File: src/control_net_pkg.sv
package control_net_pkg;
   // register indices on the plain register port
   localparam logic [3:0] REG_CFG = 4'h0;
   localparam logic [3:0] REG_TMR = 4'h1;
   localparam logic [3:0] REG_STAT = 4'h2;
   // configuration field positions
   localparam int CFG_SVC_LSB = 0;
   localparam int CFG_RETRY_LSB = 2;
   localparam int CFG_REPEAT_LSB = 6;
   // status field positions
   localparam int ST_BUSY = 0;
   localparam int ST_DONE = 1;
   localparam int ST_FAIL = 2;
   localparam int ST_DROP = 3;
   localparam int ST_DUP = 4;
   localparam int ST_TID_LSB = 8;
   // reset values
   localparam logic [15:0] TMR_RESET = 16'h0400;
   localparam logic [3:0] RETRY_RESET = 4'h3;
   localparam logic [3:0] REPEAT_RESET = 4'h3;
   // datagram header
   localparam logic [1:0] VERSION = 2'h0;
   localparam logic [1:0] PK_TRANSPORT = 2'h0;
   localparam logic [1:0] PK_SESSION = 2'h1;
   localparam logic [1:0] PK_AUTH = 2'h2;
   localparam logic [1:0] PK_PRESENT = 2'h3;
   localparam logic [1:0] AM_BCAST = 2'h0;
   localparam logic [1:0] AM_GROUP = 2'h1;
   localparam logic [1:0] AM_NODE = 2'h2;
   localparam logic [1:0] AM_UID = 2'h3;
   // address and domain byte counts
   localparam logic [3:0] ALEN_BCAST = 4'h3;
   localparam logic [3:0] ALEN_GROUP = 4'h3;
   localparam logic [3:0] ALEN_NODE = 4'h4;
   localparam logic [3:0] ALEN_GACK = 4'h5;
   localparam logic [3:0] ALEN_UID = 4'h9;
   localparam logic [2:0] DLEN_0 = 3'h0;
   localparam logic [2:0] DLEN_1 = 3'h1;
   localparam logic [2:0] DLEN_2 = 3'h3;
   localparam logic [2:0] DLEN_3 = 3'h6;
   localparam int DOM_MAX = 6;
   localparam int PRE_BYTES = 16;
   localparam logic [7:0] DOMAIN_WIDE_SUBNET = 8'h00;
   typedef enum logic [1:0]
   {
      SVC_UNACK = 2'b00,
      SVC_ACK = 2'b01,
      SVC_REPEAT = 2'b10,
      SVC_RSVD = 2'b11
   } svc_e;
endpackage

File: src/addr_len_decode.sv
module addr_len_decode
(
   input wire logic [1:0] amode,
   input wire logic gack,
   input wire logic [1:0] dcode,
   output logic [3:0] alen,
   output logic [2:0] dbytes
);
   always_comb
   begin
      unique case (amode)
         control_net_pkg::AM_BCAST: alen = control_net_pkg::ALEN_BCAST;
         control_net_pkg::AM_GROUP: alen = control_net_pkg::ALEN_GROUP;
         control_net_pkg::AM_NODE: alen = gack ? control_net_pkg::ALEN_GACK
                                               : control_net_pkg::ALEN_NODE;
         control_net_pkg::AM_UID: alen = control_net_pkg::ALEN_UID;
      endcase
      unique case (dcode)
         2'h0: dbytes = control_net_pkg::DLEN_0;
         2'h1: dbytes = control_net_pkg::DLEN_1;
         2'h2: dbytes = control_net_pkg::DLEN_2;
         2'h3: dbytes = control_net_pkg::DLEN_3;
      endcase
   end
endmodule

File: src/control_net_datagram_framer.sv
module control_net_datagram_framer #(
   parameter int PL_MAX = 64,
   parameter int DUP_N = 4
)
(
   input wire logic ref_clk,
   input wire logic nrst,
   input wire logic [3:0] reg_addr,
   input wire logic [31:0] reg_wdata,
   input wire logic reg_wr,
   input wire logic reg_rd,
   output logic [31:0] reg_rdata,
   input wire logic tx_start,
   output logic tx_idle,
   input wire logic [1:0] tx_pkind,
   input wire logic [1:0] tx_amode,
   input wire logic tx_gack,
   input wire logic [1:0] tx_dcode,
   input wire logic [7:0] tx_src_subnet,
   input wire logic [6:0] tx_src_node,
   input wire logic [7:0] tx_dst_subnet,
   input wire logic [6:0] tx_dst_node,
   input wire logic [7:0] tx_group,
   input wire logic [6:0] tx_member,
   input wire logic [47:0] tx_uid,
   input wire logic [47:0] tx_domain,
   input wire logic [7:0] tx_dest_count,
   input wire logic tx_pl_valid,
   input wire logic [7:0] tx_pl_data,
   input wire logic tx_pl_last,
   output logic tx_pl_ready,
   output logic out_valid,
   output logic [7:0] out_data,
   output logic out_last,
   input wire logic out_ready,
   input wire logic ack_in,
   output logic [3:0] tx_tid,
   output logic tx_done,
   output logic tx_fail,
   input wire logic in_valid,
   input wire logic [7:0] in_data,
   input wire logic in_last,
   output logic rx_hdr_valid,
   output logic [1:0] rx_pkind,
   output logic [1:0] rx_amode,
   output logic rx_gack,
   output logic [71:0] rx_addr,
   output logic [47:0] rx_domain,
   output logic rx_pl_valid,
   output logic [7:0] rx_pl_data,
   output logic rx_pl_last,
   output logic rx_done,
   output logic rx_drop
);
   if (PL_MAX < 1 || PL_MAX > 4096 || DUP_N < 1 || DUP_N > 256)
   begin : g_chk
      $error("unsupported PL_MAX or DUP_N");
   end

   typedef enum logic [2:0]
   {
      T_IDLE = 3'b000,
      T_LOAD = 3'b001,
      T_SEND = 3'b010,
      T_WAIT = 3'b011,
      T_GAP = 3'b100
   } tx_st_e;

   typedef struct packed {
      logic [1:0] svc;
      logic [3:0] retry;
      logic [3:0] repeat_n;
      logic [15:0] ttime;
      logic done_f;
      logic fail_f;
      logic drop_f;
      logic dup_f;
      logic [31:0] rd;
      tx_st_e st;
      logic [127:0] pre;
      logic [4:0] hlen;
      logic [15:0] plen;
      logic [15:0] idx;
      logic [PL_MAX-1:0][7:0] mem;
      logic bcast;
      logic [3:0] left;
      logic [7:0] acks;
      logic [7:0] dcnt;
      logic [15:0] tmr;
      logic [3:0] tid;
      logic ov;
      logic [7:0] od;
      logic ol;
      logic done_p;
      logic fail_p;
      logic [127:0] rbuf;
      logic [4:0] rcnt;
      logic rpay;
      logic rfirst;
      logic rbad;
      logic rdup;
      logic [DUP_N-1:0][19:0] dtab;
      logic [7:0] dptr;
      logic hv;
      logic [1:0] rpk;
      logic [1:0] ram;
      logic rga;
      logic [71:0] radr;
      logic [47:0] rdom;
      logic pv;
      logic [7:0] pd;
      logic pl;
      logic rdone;
      logic rdrop;
   } state_s;

   state_s r_q;
   state_s r_d;
   logic [3:0] t_alen;
   logic [2:0] t_dbytes;
   logic [3:0] r_alen;
   logic [2:0] r_dbytes;
   logic r_gack;
   logic [4:0] r_need;
   logic [71:0] t_addr;
   logic [47:0] t_dom;
   logic [7:0] t_hdr;
   logic [127:0] t_sh;
   logic [15:0] t_total;
   logic [19:0] key;
   logic hit;

   // ==========================================================
   // header layout lookups
   addr_len_decode u_tx_len (
      .amode(tx_amode),
      .gack(tx_gack),
      .dcode(tx_dcode),
      .alen(t_alen),
      .dbytes(t_dbytes)
   );

   // mode 2 layout follows the flag of byte two, as seen live or stored
   assign r_gack = (r_q.rcnt == 5'h2) ? !in_data[7] : !r_q.rbuf[111];
   addr_len_decode u_rx_len (
      .amode(r_q.rbuf[123:122]),
      .gack(r_gack),
      .dcode(r_q.rbuf[121:120]),
      .alen(r_alen),
      .dbytes(r_dbytes)
   );
   assign r_need = 5'h1 + {1'b0, r_alen} + {2'b0, r_dbytes};

   // ==========================================================
   // datagram assembly
   always_comb
   begin
      t_hdr = {control_net_pkg::VERSION, tx_pkind, tx_amode, tx_dcode};
      unique case (tx_amode)
         control_net_pkg::AM_BCAST: t_addr = {tx_src_subnet, 1'b1, tx_src_node, tx_dst_subnet,
                                              48'h0};
         control_net_pkg::AM_GROUP: t_addr = {tx_src_subnet, 1'b1, tx_src_node, tx_group,
                                              48'h0};
         control_net_pkg::AM_NODE: t_addr = tx_gack
            ? {tx_src_subnet, 1'b0, tx_member, tx_dst_subnet, 1'b1, tx_dst_node, tx_group,
               32'h0}
            : {tx_src_subnet, 1'b1, tx_src_node, tx_dst_subnet, 1'b1, tx_dst_node,
               40'h0};
         control_net_pkg::AM_UID: t_addr = {tx_src_subnet, 1'b1, tx_src_node, tx_dst_subnet,
                                            tx_uid};
      endcase
      t_dom = tx_domain << (8 * (control_net_pkg::DOM_MAX - int'(t_dbytes)));
      t_sh = r_q.pre << (8 * int'(r_q.idx[3:0]));
      t_total = {11'h0, r_q.hlen} + r_q.plen;
      key = {1'b0, r_q.rbuf[119:112], r_q.rbuf[110:104], in_data[3:0]};
      hit = 1'b0;
      for (int i = 0; i < DUP_N; i++)
      begin
         if (r_q.dtab[i][19] && r_q.dtab[i][18:0] == {key[18:0]})
         begin
            hit = 1'b1;
         end
      end
   end

   // ==========================================================
   // next state
   always_comb
   begin
      r_d = r_q;
      r_d.done_p = 1'b0;
      r_d.fail_p = 1'b0;
      r_d.hv = 1'b0;
      r_d.pv = 1'b0;
      r_d.pl = 1'b0;
      r_d.rdone = 1'b0;
      r_d.rdrop = 1'b0;

      // register port; sticky flags clear first so events below win
      if (reg_wr)
      begin
         unique case (reg_addr)
            control_net_pkg::REG_CFG:
            begin
               r_d.svc = reg_wdata[control_net_pkg::CFG_SVC_LSB +: 2];
               r_d.retry = reg_wdata[control_net_pkg::CFG_RETRY_LSB +: 4];
               r_d.repeat_n = reg_wdata[control_net_pkg::CFG_REPEAT_LSB +: 4];
            end
            control_net_pkg::REG_TMR: r_d.ttime = reg_wdata[15:0];
            control_net_pkg::REG_STAT:
            begin
               r_d.done_f = r_q.done_f & !reg_wdata[control_net_pkg::ST_DONE];
               r_d.fail_f = r_q.fail_f & !reg_wdata[control_net_pkg::ST_FAIL];
               r_d.drop_f = r_q.drop_f & !reg_wdata[control_net_pkg::ST_DROP];
               r_d.dup_f = r_q.dup_f & !reg_wdata[control_net_pkg::ST_DUP];
            end
            default: ;
         endcase
      end
      r_d.rd = 32'h0;
      if (reg_rd)
      begin
         unique case (reg_addr)
            control_net_pkg::REG_CFG:
            begin
               r_d.rd[control_net_pkg::CFG_SVC_LSB +: 2] = r_q.svc;
               r_d.rd[control_net_pkg::CFG_RETRY_LSB +: 4] = r_q.retry;
               r_d.rd[control_net_pkg::CFG_REPEAT_LSB +: 4] = r_q.repeat_n;
            end
            control_net_pkg::REG_TMR: r_d.rd[15:0] = r_q.ttime;
            control_net_pkg::REG_STAT:
            begin
               r_d.rd[control_net_pkg::ST_BUSY] = r_q.st != T_IDLE;
               r_d.rd[control_net_pkg::ST_DONE] = r_q.done_f;
               r_d.rd[control_net_pkg::ST_FAIL] = r_q.fail_f;
               r_d.rd[control_net_pkg::ST_DROP] = r_q.drop_f;
               r_d.rd[control_net_pkg::ST_DUP] = r_q.dup_f;
               r_d.rd[control_net_pkg::ST_TID_LSB +: 4] = r_q.tid;
            end
            default: ;
         endcase
      end

      // transmit side
      if (r_q.ov && out_ready)
      begin
         r_d.ov = 1'b0;
      end
      unique case (r_q.st)
         T_IDLE:
         begin
            if (tx_start)
            begin
               r_d.pre = {t_hdr, t_addr, 48'h0} | ({t_dom, 80'h0} >> (8 * (1 + int'(t_alen))));
               r_d.hlen = 5'h1 + {1'b0, t_alen} + {2'b0, t_dbytes};
               r_d.bcast = tx_amode == control_net_pkg::AM_BCAST;
               r_d.dcnt = tx_dest_count;
               r_d.plen = 16'h0;
               r_d.tid = r_q.tid + 4'h1;
               // any address mode with any service
               r_d.left = (r_q.svc == control_net_pkg::SVC_REPEAT && r_q.repeat_n != 4'h0)
                  ? r_q.repeat_n - 4'h1 : r_q.retry;
               r_d.st = T_LOAD;
            end
         end
         T_LOAD:
         begin
            if (tx_pl_valid)
            begin
               r_d.mem[r_q.plen] = tx_pl_data;
               r_d.plen = r_q.plen + 16'h1;
               if (tx_pl_last || r_q.plen == 16'(PL_MAX - 1))
               begin
                  r_d.idx = 16'h0;
                  r_d.acks = 8'h0;
                  r_d.st = T_SEND;
               end
            end
         end
         T_SEND:
         begin
            if (!r_q.ov || out_ready)
            begin
               if (r_q.idx == t_total)
               begin
                  r_d.tmr = r_q.ttime;
                  unique case (r_q.svc)
                     control_net_pkg::SVC_ACK: r_d.st = T_WAIT;
                     control_net_pkg::SVC_REPEAT:
                     begin
                        r_d.st = (r_q.left != 4'h0) ? T_GAP : T_IDLE;
                        r_d.done_p = r_q.left == 4'h0;
                     end
                     default:
                     begin
                        r_d.st = T_IDLE;
                        r_d.done_p = 1'b1;
                     end
                  endcase
               end
               else
               begin
                  r_d.ov = 1'b1;
                  r_d.od = (r_q.idx < {11'h0, r_q.hlen}) ? t_sh[127:120]
                     : r_q.mem[r_q.idx - {11'h0, r_q.hlen}];
                  r_d.ol = r_q.idx == t_total - 16'h1;
                  r_d.idx = r_q.idx + 16'h1;
               end
            end
         end
         T_WAIT:
         begin
            r_d.tmr = r_q.tmr - 16'h1;
            if (ack_in && (r_q.bcast || r_q.acks + 8'h1 >= r_q.dcnt))
            begin
               r_d.st = T_IDLE;
               r_d.done_p = 1'b1;
            end
            else if (ack_in)
            begin
               r_d.acks = r_q.acks + 8'h1;
            end
            else if (r_q.tmr == 16'h0)
            begin
               if (r_q.left != 4'h0)
               begin
                  r_d.left = r_q.left - 4'h1;
                  r_d.idx = 16'h0;
                  r_d.st = T_SEND;
               end
               else
               begin
                  r_d.st = T_IDLE;
                  r_d.fail_p = 1'b1;
               end
            end
         end
         T_GAP:
         begin
            r_d.tmr = r_q.tmr - 16'h1;
            if (r_q.tmr == 16'h0)
            begin
               r_d.left = r_q.left - 4'h1;
               r_d.idx = 16'h0;
               r_d.st = T_SEND;
            end
         end
         default: r_d.st = T_IDLE;
      endcase
      if (r_d.done_p)
      begin
         r_d.done_f = 1'b1;
      end
      if (r_d.fail_p)
      begin
         r_d.fail_f = 1'b1;
      end

      // receive side
      if (in_valid)
      begin
         if (!r_q.rpay)
         begin
            r_d.rbuf[127 - 8 * int'(r_q.rcnt) -: 8] = in_data;
            r_d.rcnt = r_q.rcnt + 5'h1;
            if (r_q.rcnt == 5'h0)
            begin
               r_d.rbad = in_data[7:6] != control_net_pkg::VERSION;
               r_d.rdup = 1'b0;
            end
            if (r_q.rcnt != 5'h0 && r_q.rcnt + 5'h1 == r_need)
            begin
               r_d.rpay = 1'b1;
               r_d.rfirst = 1'b1;
               r_d.hv = !r_q.rbad;
               r_d.rpk = r_q.rbuf[125:124];
               r_d.ram = r_q.rbuf[123:122];
               r_d.rga = r_gack;
               r_d.radr = r_d.rbuf[119:48] & ~(72'hff_ffff_ffff_ffff_ffff >> (8 * int'(r_alen)));
               r_d.rdom = r_d.rbuf[127 - 8 * (1 + int'(r_alen)) -: 48]
                  >> (8 * (control_net_pkg::DOM_MAX - int'(r_dbytes)));
            end
            if (in_last)
            begin
               r_d.rcnt = 5'h0;
               r_d.rpay = 1'b0;
               if (r_q.rcnt == 5'h0 || r_q.rcnt + 5'h1 != r_need || r_q.rbad)
               begin
                  r_d.rdrop = 1'b1;
                  r_d.hv = 1'b0;
               end
               else
               begin
                  r_d.rdone = 1'b1;
               end
            end
         end
         else
         begin
            r_d.rfirst = 1'b0;
            if (r_q.rfirst && !r_q.rbad)
            begin
               if (hit)
               begin
                  r_d.rdup = 1'b1;
               end
               else
               begin
                  r_d.dtab[r_q.dptr] = {1'b1, key[18:0]};
                  r_d.dptr = (r_q.dptr == 8'(DUP_N - 1)) ? 8'h0 : r_q.dptr + 8'h1;
               end
            end
            r_d.pv = !r_q.rbad && !r_d.rdup;
            r_d.pd = in_data;
            r_d.pl = in_last;
            if (in_last)
            begin
               r_d.rcnt = 5'h0;
               r_d.rpay = 1'b0;
               r_d.rdone = !r_q.rbad && !r_d.rdup;
               r_d.rdrop = r_q.rbad;
            end
         end
      end
      if (r_d.rdrop)
      begin
         r_d.drop_f = 1'b1;
      end
      if (r_d.rdup && !r_q.rdup)
      begin
         r_d.dup_f = 1'b1;
      end
   end

   // ==========================================================
   // state register
   always_ff @(posedge ref_clk)
   begin
      if (!nrst)
      begin
         r_q <= '0;
         r_q.st <= T_IDLE;
         r_q.svc <= control_net_pkg::SVC_UNACK;
         r_q.retry <= control_net_pkg::RETRY_RESET;
         r_q.repeat_n <= control_net_pkg::REPEAT_RESET;
         r_q.ttime <= control_net_pkg::TMR_RESET;
      end
      else
      begin
         r_q <= r_d;
      end
   end

   // ==========================================================
   // outputs
   assign reg_rdata = r_q.rd;
   assign tx_idle = r_q.st == T_IDLE;
   assign tx_pl_ready = r_q.st == T_LOAD;
   assign out_valid = r_q.ov;
   assign out_data = r_q.od;
   assign out_last = r_q.ol;
   assign tx_tid = r_q.tid;
   assign tx_done = r_q.done_p;
   assign tx_fail = r_q.fail_p;
   assign rx_hdr_valid = r_q.hv;
   assign rx_pkind = r_q.rpk;
   assign rx_amode = r_q.ram;
   assign rx_gack = r_q.rga;
   assign rx_addr = r_q.radr;
   assign rx_domain = r_q.rdom;
   assign rx_pl_valid = r_q.pv;
   assign rx_pl_data = r_q.pd;
   assign rx_pl_last = r_q.pl;
   assign rx_done = r_q.rdone;
   assign rx_drop = r_q.rdrop;
endmodule

File: config.mk
export PLATFORM = sky130hd
export DESIGN_NAME = control_net_datagram_framer
export DESIGN_NICKNAME = d
export VERILOG_FILES = /design/src/control_net_pkg.sv /design/src/addr_len_decode.sv /design/src/control_net_datagram_framer.sv
export SDC_FILE = /design/constraint.sdc
export NUM_CORES = 2
export LEC_CHECK = 0
export ABC_CLOCK_PERIOD_IN_PS = 4200
export BUFFER_PORTS_ARGS = -buffer_cell sky130_fd_sc_hd__buf_4
export CORE_MARGIN = 2
export CORE_UTILIZATION = 55
export CTS_CLUSTER_SIZE = 16
export DETAILED_ROUTE_END_ITERATION = 10
export PLACE_DENSITY_LB_ADDON = 0.25
export SLEW_MARGIN = 10
export SYNTH_ARGS = -nofsm -noshare
export SYNTH_HDL_FRONTEND = slang
export SYNTH_SLANG_ARGS = --single-unit
File: constraint.sdc
create_clock -name ref_clk -period 4.2 [get_ports ref_clk]
set_input_delay 0.21 -clock ref_clk [delete_from_list [all_inputs] [get_ports ref_clk]]
set_output_delay 0.21 -clock ref_clk [all_outputs]
set_load 0.005 [all_outputs]
Yosys cells after proc, flatten, opt, wreduce, memory -nomap -nowiden
Index checks and enable logic that the tools add are counted.
{"block": "op_classes", "n_bitwise": 11, "muxes": 109, "shift": 8, "n_eq_ne": 48, "reduce_logical": 86, "n_addsub": 23, "n_lt_le_gt_ge": 7}
{"op": "two-way mux 544 bit", "count": 1}
{"op": "bitwise mux 512 bit", "count": 1}
{"op": "case mux 72 bit (4 select lines)", "count": 1}
{"op": "two-way mux 89 bit", "count": 3}
{"op": "two-way mux 126 bit", "count": 2}
{"op": "two-way mux 227 bit", "count": 1}
{"op": "two-way mux 88 bit", "count": 2}
{"op": "variable part select 175 x 9 -> 48 bit", "count": 1}
{"op": "two-way mux 16 bit", "count": 10}
{"op": "two-way mux 152 bit", "count": 1}
{"op": "variable shift 8 x 33 -> 135 bit, first input constant", "count": 1}
{"op": "variable part select 8 x 33 -> 135 bit", "count": 1}
{"op": "bitwise mux 128 bit", "count": 1}
{"op": "bitwise OR 126 x 128 -> 128 bit", "count": 1}
{"op": "left shift 128 x 7 -> 128 bit", "count": 1}
{"op": ">> shifter 128 x 8 -> 128 bit", "count": 1}
{"op": "bitwise mux 80 bit", "count": 1}
{"op": "equality test 19 bit", "count": 4}
{"op": "AND 72 bit", "count": 1}
{"op": "inverter 72 bit", "count": 1}
{"op": ">> shifter 72 x 7 -> 72 bit, first input constant", "count": 1}
{"op": "two-way mux 64 bit", "count": 1}
{"op": "case mux 16 bit (2 select lines)", "count": 2}
{"op": "case mux 16 bit (4 select lines)", "count": 1}
{"op": "other kinds (84)", "count": 251}
{"block": "totals", "wordCells": 405, "regBits": 1158}

Depth between registers and ports, before layout
{"block": "depth", "depth_word": 18, "ltp_mapped": 20}

Modules after synthesis
From an unflattened synthesis, not the netlist that was laid out.
{"block": "hier_totals", "hier_cells": 7893, "area_unflattened_um2": 62591.3}
{"module": "control_net_datagram_framer", "area_per_inst_um2": 62428.6, "cells_per_inst": 7873, "n_inst": 1, "seq_area_each_um2": 22821.9}
{"module": "addr_len_decode", "area_per_inst_um2": 81.3, "cells_per_inst": 10, "n_inst": 2, "seq_area_each_um2": 0.0}

Least setup slack after synthesis
No wires, ideal clock.
{"block": "synth_timing", "path_kind": "register to register", "startpoint": "register r_q[230] in the netlist's numbering", "endpoint": "register r_q (netlist bit rx_addr[49])", "setup_time_ns": 0.137, "t_arrival_ns": 3.826, "synth_period_minus_slack_ns": 3.963, "required_ns": 4.063, "setup_slack_ns": 0.237, "stages_incl_launch_ff": 17, "cell_sequence": "dfxtp_1 -> buf_2 -> inv_1 -> ha_1 -> nor4b_2 -> mux2_2 -> nand2_1 -> inv_2 -> ha_1 -> fa_1 -> nor2b_1 -> o21ai_0 -> xor2_1 -> nor4_2 -> clkbuf_1 -> clkbuf_1 -> a211oi_1"}
{"block": "synth_via", "elab_chain_cells": 9, "word_cells_on_any_way": 19, "cone_classes": "add/sub: 5; eq/ne: 2; shift: 3; mux: 4; bitwise: 2; reduce/logical: 3"}
{"item": "start, declared", "line": "control_net_datagram_framer.sv:117", "text": "state_s r_q;"}
{"item": "start signal, assigned", "line": "control_net_datagram_framer.sv:450", "text": "r_q <= r_d;"}
{"item": "equality test 5 x 2 -> 1 bit", "line": "control_net_datagram_framer.sv:144", "text": "assign r_gack = (r_q.rcnt == 5'h2) ? !in_data[7] : !r_q.rbuf[111];"}
{"item": "two-way mux 1 bit", "line": "control_net_datagram_framer.sv:144"}
{"item": "two-way mux 1 bit", "line": "addr_len_decode.sv:14", "text": "control_net_pkg::AM_NODE: alen = gack ? control_net_pkg::ALEN_GACK"}
{"item": "case mux 4 bit (3 select lines)", "line": "addr_len_decode.sv:11", "text": "unique case (amode)"}
{"item": "adder 1 x 4 -> 5 bit", "line": "control_net_datagram_framer.sv:152", "text": "assign r_need = 5'h1 + {1'b0, r_alen} + {2'b0, r_dbytes};"}
{"item": "adder 5 x 3 -> 5 bit", "line": "control_net_datagram_framer.sv:152"}
{"item": "equality test 5 bit", "line": "control_net_datagram_framer.sv:371", "text": "if (r_q.rcnt != 5'h0 && r_q.rcnt + 5'h1 == r_need)"}
{"item": "logical AND 1 bit", "line": "control_net_datagram_framer.sv:371"}
{"item": "AND reduction 3 bit (no source line)"}
Parallel ways exist; a longest one is shown, timed or not.
A chain may end at the register's enable or synchronous reset.

Worst setup path after layout
{"block": "layout_timing", "startpoint": "register r_q[230] in the netlist's numbering", "endpoint": "register r_q (netlist bit rx_domain[35])"}
{"block": "layout_via", "elab_chain_cells": 9, "word_cells_on_any_way": 20, "cone_classes": "add/sub: 7; eq/ne: 2; shift: 4; mux: 4; reduce/logical: 3"}
{"item": "branches (longest 9 deep; another with negation 9 -> 33 bit)"}
Several ways; the timed one is not identified.

==> results by group <==
Critical path
  • WP data required: 4.86 ns
  • Kind of critical path: flip-flop to flip-flop
  • CP endpoint kind: flip-flop
  • CP Launch Type: flip-flop
  • WP data arrival: 4.65 ns
  • Crit-path max FO: 13

Yosys
  • Post-synthesis mux area share: 0.183
  • Synth Area in Compound Gates: 0.135
  • Largest family of logic cells by synthesized area: simple AND/OR/NAND/NOR gates
  • Most numerous cell in the Yosys netlist: dfxtp_1
  • Synth top area share: 0.394
  • Avg Inst Size Synth: 8.59 µm²
  • Xor and xnor area share after synthesis: 0.0262
  • Ys async rst share: 0
  • Adder and majority gate portion of the synthesized area: 0.0120
  • Commonest cells post-synth: dfxtp_1, nor2_1, nand2_1, a21oi_1, mux2i_1
  • Mapped Cells: 6740
  • Yosys warning count: 0
  • Register area share after synthesis: 0.394
  • Synth unique cells: 98
  • Most used flip-flop cell after synthesis: dfxtp_1
  • FF+latch count, synth: 1138
  • Dominant cells by area after synthesis: dfxtp_1, mux2i_1, mux4_2
  • Post-synthesis cell area: 57900 µm²
  • Simple-Gate Fraction of Synth Area: 0.184
  • Number of synthesized flops with an enable pin: 0
  • Largest area contributor in the synthesized netlist: dfxtp_1

Placed design
  • Gpl congestion: 0.974
  • Count of buffers from port buffering: 374
  • Cells after DPL: 7942
  • Post-DP HPWL: 120000 µm

Final layout
  • Share of layout cells above drive strength 1: 0.158
  • Cell Count, Final, Fillers Out: 8304
  • Area growth syn-to-layout: 14.7%
  • Number of fill cells: 8697
  • Fin nets: 7096

Clocking
  • CTS tree: done
  • Worst-case clock buffer depth: 3
  • CTS root buffer: clkbuf_16
  • CTS sink cnt: 1138
  • Clock insertion delay at the later pin of the skew report: 0.72 ns
  • H-tree levels: 3
  • Clk slew on worst S/H paths: 0.06 ns
  • TritonCTS Buffers: 117

Timing
  • Skew final: 0.0262 ns
  • Fin. max-slew vios: 0
  • Final period utilization: 0.951
  • Final worst path period need: 3.99 ns
  • Final TNS setup: 0 ns
  • Pin slew with the least headroom to its limit: 1.18 ns
  • # setup viols final: 0
  • Fmax: 0.250 GHz
  • Slew HR: 0.211
  • Final hold violation count: 0

Floorplanning
  • Die Ht: 328 µm
  • Die width: 328 µm
  • FP Rows: 118
  • Initial Util: 0.557
  • Die area: 108000 µm²
  • Core box area: 104000 µm²
  • IO Pins: 407

Detailed routing
  • First-pass DRT Iterations: 6
  • Detailed router's first-iteration violation count: 5506
  • Wire per inst: 22.0 µm
  • DRC: 0
  • Final WL: 183000 µm
  • DR vias: 51.0k
  • Final ANT Viol Nets: 0
  • DR vias/cell: 6.14

Run
  • Max_cap viols: 0

Global routing
  • First-pass GRT wire length: 280000 µm
  • Initial antenna violation count: 0
  • GR Util All Layers: 0.328
  • Pin count of the biggest net entering global routing: 192
  • Number of global-route vias before repair: 48.3k
  • Total gr overflow: 0

Pwr
  • Power density cells: 415 nW/µm²
  • LEAKAGE: 0.0252 µW
  • Maximum VDD drop: 0.381 mV

Hold path
  • HP Class: input port to flip-flop

Run status
  • Outcome: completed
==> through the flow <==
step	instance area [µm²]	hold slack (ns)	worst slack, ns	total power (µW)	utilization
final	66400	0.0435	0.207	27600	0.639
after global routing	66400	0.0644	-0.00662	28500	0.639
after CTS	66300	0.00825	0.0627	27600	0.638
after detailed placement	60700	0.444	0.0958	16300	0.584
after global placement	60700	0.425	0.220	16300	0.584
after floorplan	57900	0.334	0.237	14700	-
==> repair_timing <==
action	in CTS	in global routing
gates resized for setup	0	6
buffers inserted	0	1
hold buffers	141	0
endpoints found under the setup margin	0	56
hold endpoints to repair	198	0
==> worst max-delay path: stages, from the launching register on <==
cell and delay, ns:
dfxtp_1 0.31, inv_1 0.08, ha_1 0.16, nor4b_4 0.24
mux2_2 0.38, nand2_1 0.10, inv_2 0.04, ha_1 0.22
fa_1 0.51, xnor2_1 0.15, a21oi_1 0.12, o2111ai_1 0.23
nor3_1 0.21, buf_4 0.18, nand2_4 0.14, or3_1 0.52
o21ai_0 0.19, and2_1 0.14
==> registers in the layout, summed over array words and instances, names as in the netlist <==
name,cells
rx_pkind,2
rx_gack,1
rx_addr,72
tx_done,1
rx_done,1
rx_pl_data,8
rx_hdr_valid,1
rx_pl_valid,1
key,15
rx_pl_last,1
out_data,8
out_last,1
rx_drop,1
rx_domain,48
tx_fail,1
out_valid,1
reg_rdata,16
tx_tid,4
r_q,953
rx_amode,2
==> kinds of logic after synthesis <==
family                   Yosys count
buffers and inverters            820
multiplexers                     778
adder cells (fa/ha/maj)           53
AND/OR/NAND/NOR                 2482
other                              1
flip-flops                      1138
AO/OA/AOI/OAI                   1296
XOR/XNOR                         172
==> final cells by class <==
| cell class | instances | area (µm²) | area share |
|---|---|---|---|
| well taps | 1380 | 1730 | 0.0260 |
| multi-input cells | 4797 | 31500 | 0.475 |
| inverters | 68 | 263 | 0.00396 |
| clock buffers | 168 | 3460 | 0.0521 |
| clock inverters | 50 | 726 | 0.0109 |
| diodes | 1 | 2.50 | 0.0000377 |
| flip-flops and latches | 1138 | 22800 | 0.343 |
| repair buffers | 702 | 5890 | 0.0887 |
==> cells in the final DEF (no fill, tap or decap), types with 38 or more instances in the layout <==
cell,count
a22oi_1,53
xor2_1,64
a211oi_1,116
nor2_1,909
nor3_1,114
buf_4,541
nand4_1,38
nand2_1,880
mux4_2,224
inv_1,62
nand3_1,290
o21ai_0,208
clkbuf_16,119
dlygate4sd3_1,141
dfxtp_1,1136
o211ai_1,44
mux2i_1,533
a21oi_1,649
a311oi_1,38
xnor2_1,102
ha_1,47
==> worst paths after layout <==
check / startpoint / endpoint / slack (ns) / cells past startpoint
worst max-delay path: r_q[230] / rx_domain[35] / 0.21 / 17
worst max register to register: r_q[230] / rx_domain[35] / 0.21 / 17
worst min register to register: r_q[987] / r_q[987] / 0.45 / 2
worst min-delay path: nrst / r_q[383] / 0.04 / 3
==> power by group <==
group          switching [µW]  total, µW  internal [µW]
Clock                    4570      11200           6660
Combinational            3120       5080           1960
Sequential                199      11300          11100
==> per-layer routing <==
layer	wire (µm)	share of wire	GRT usage
met1	72100	0.39	0.419
met2	86400	0.47	0.538
met3	14100	0.077	0.0491
met4	10400	0.057	0.172
met5	0	0	0
Note: power is estimated with default switching activity, not from simulation.
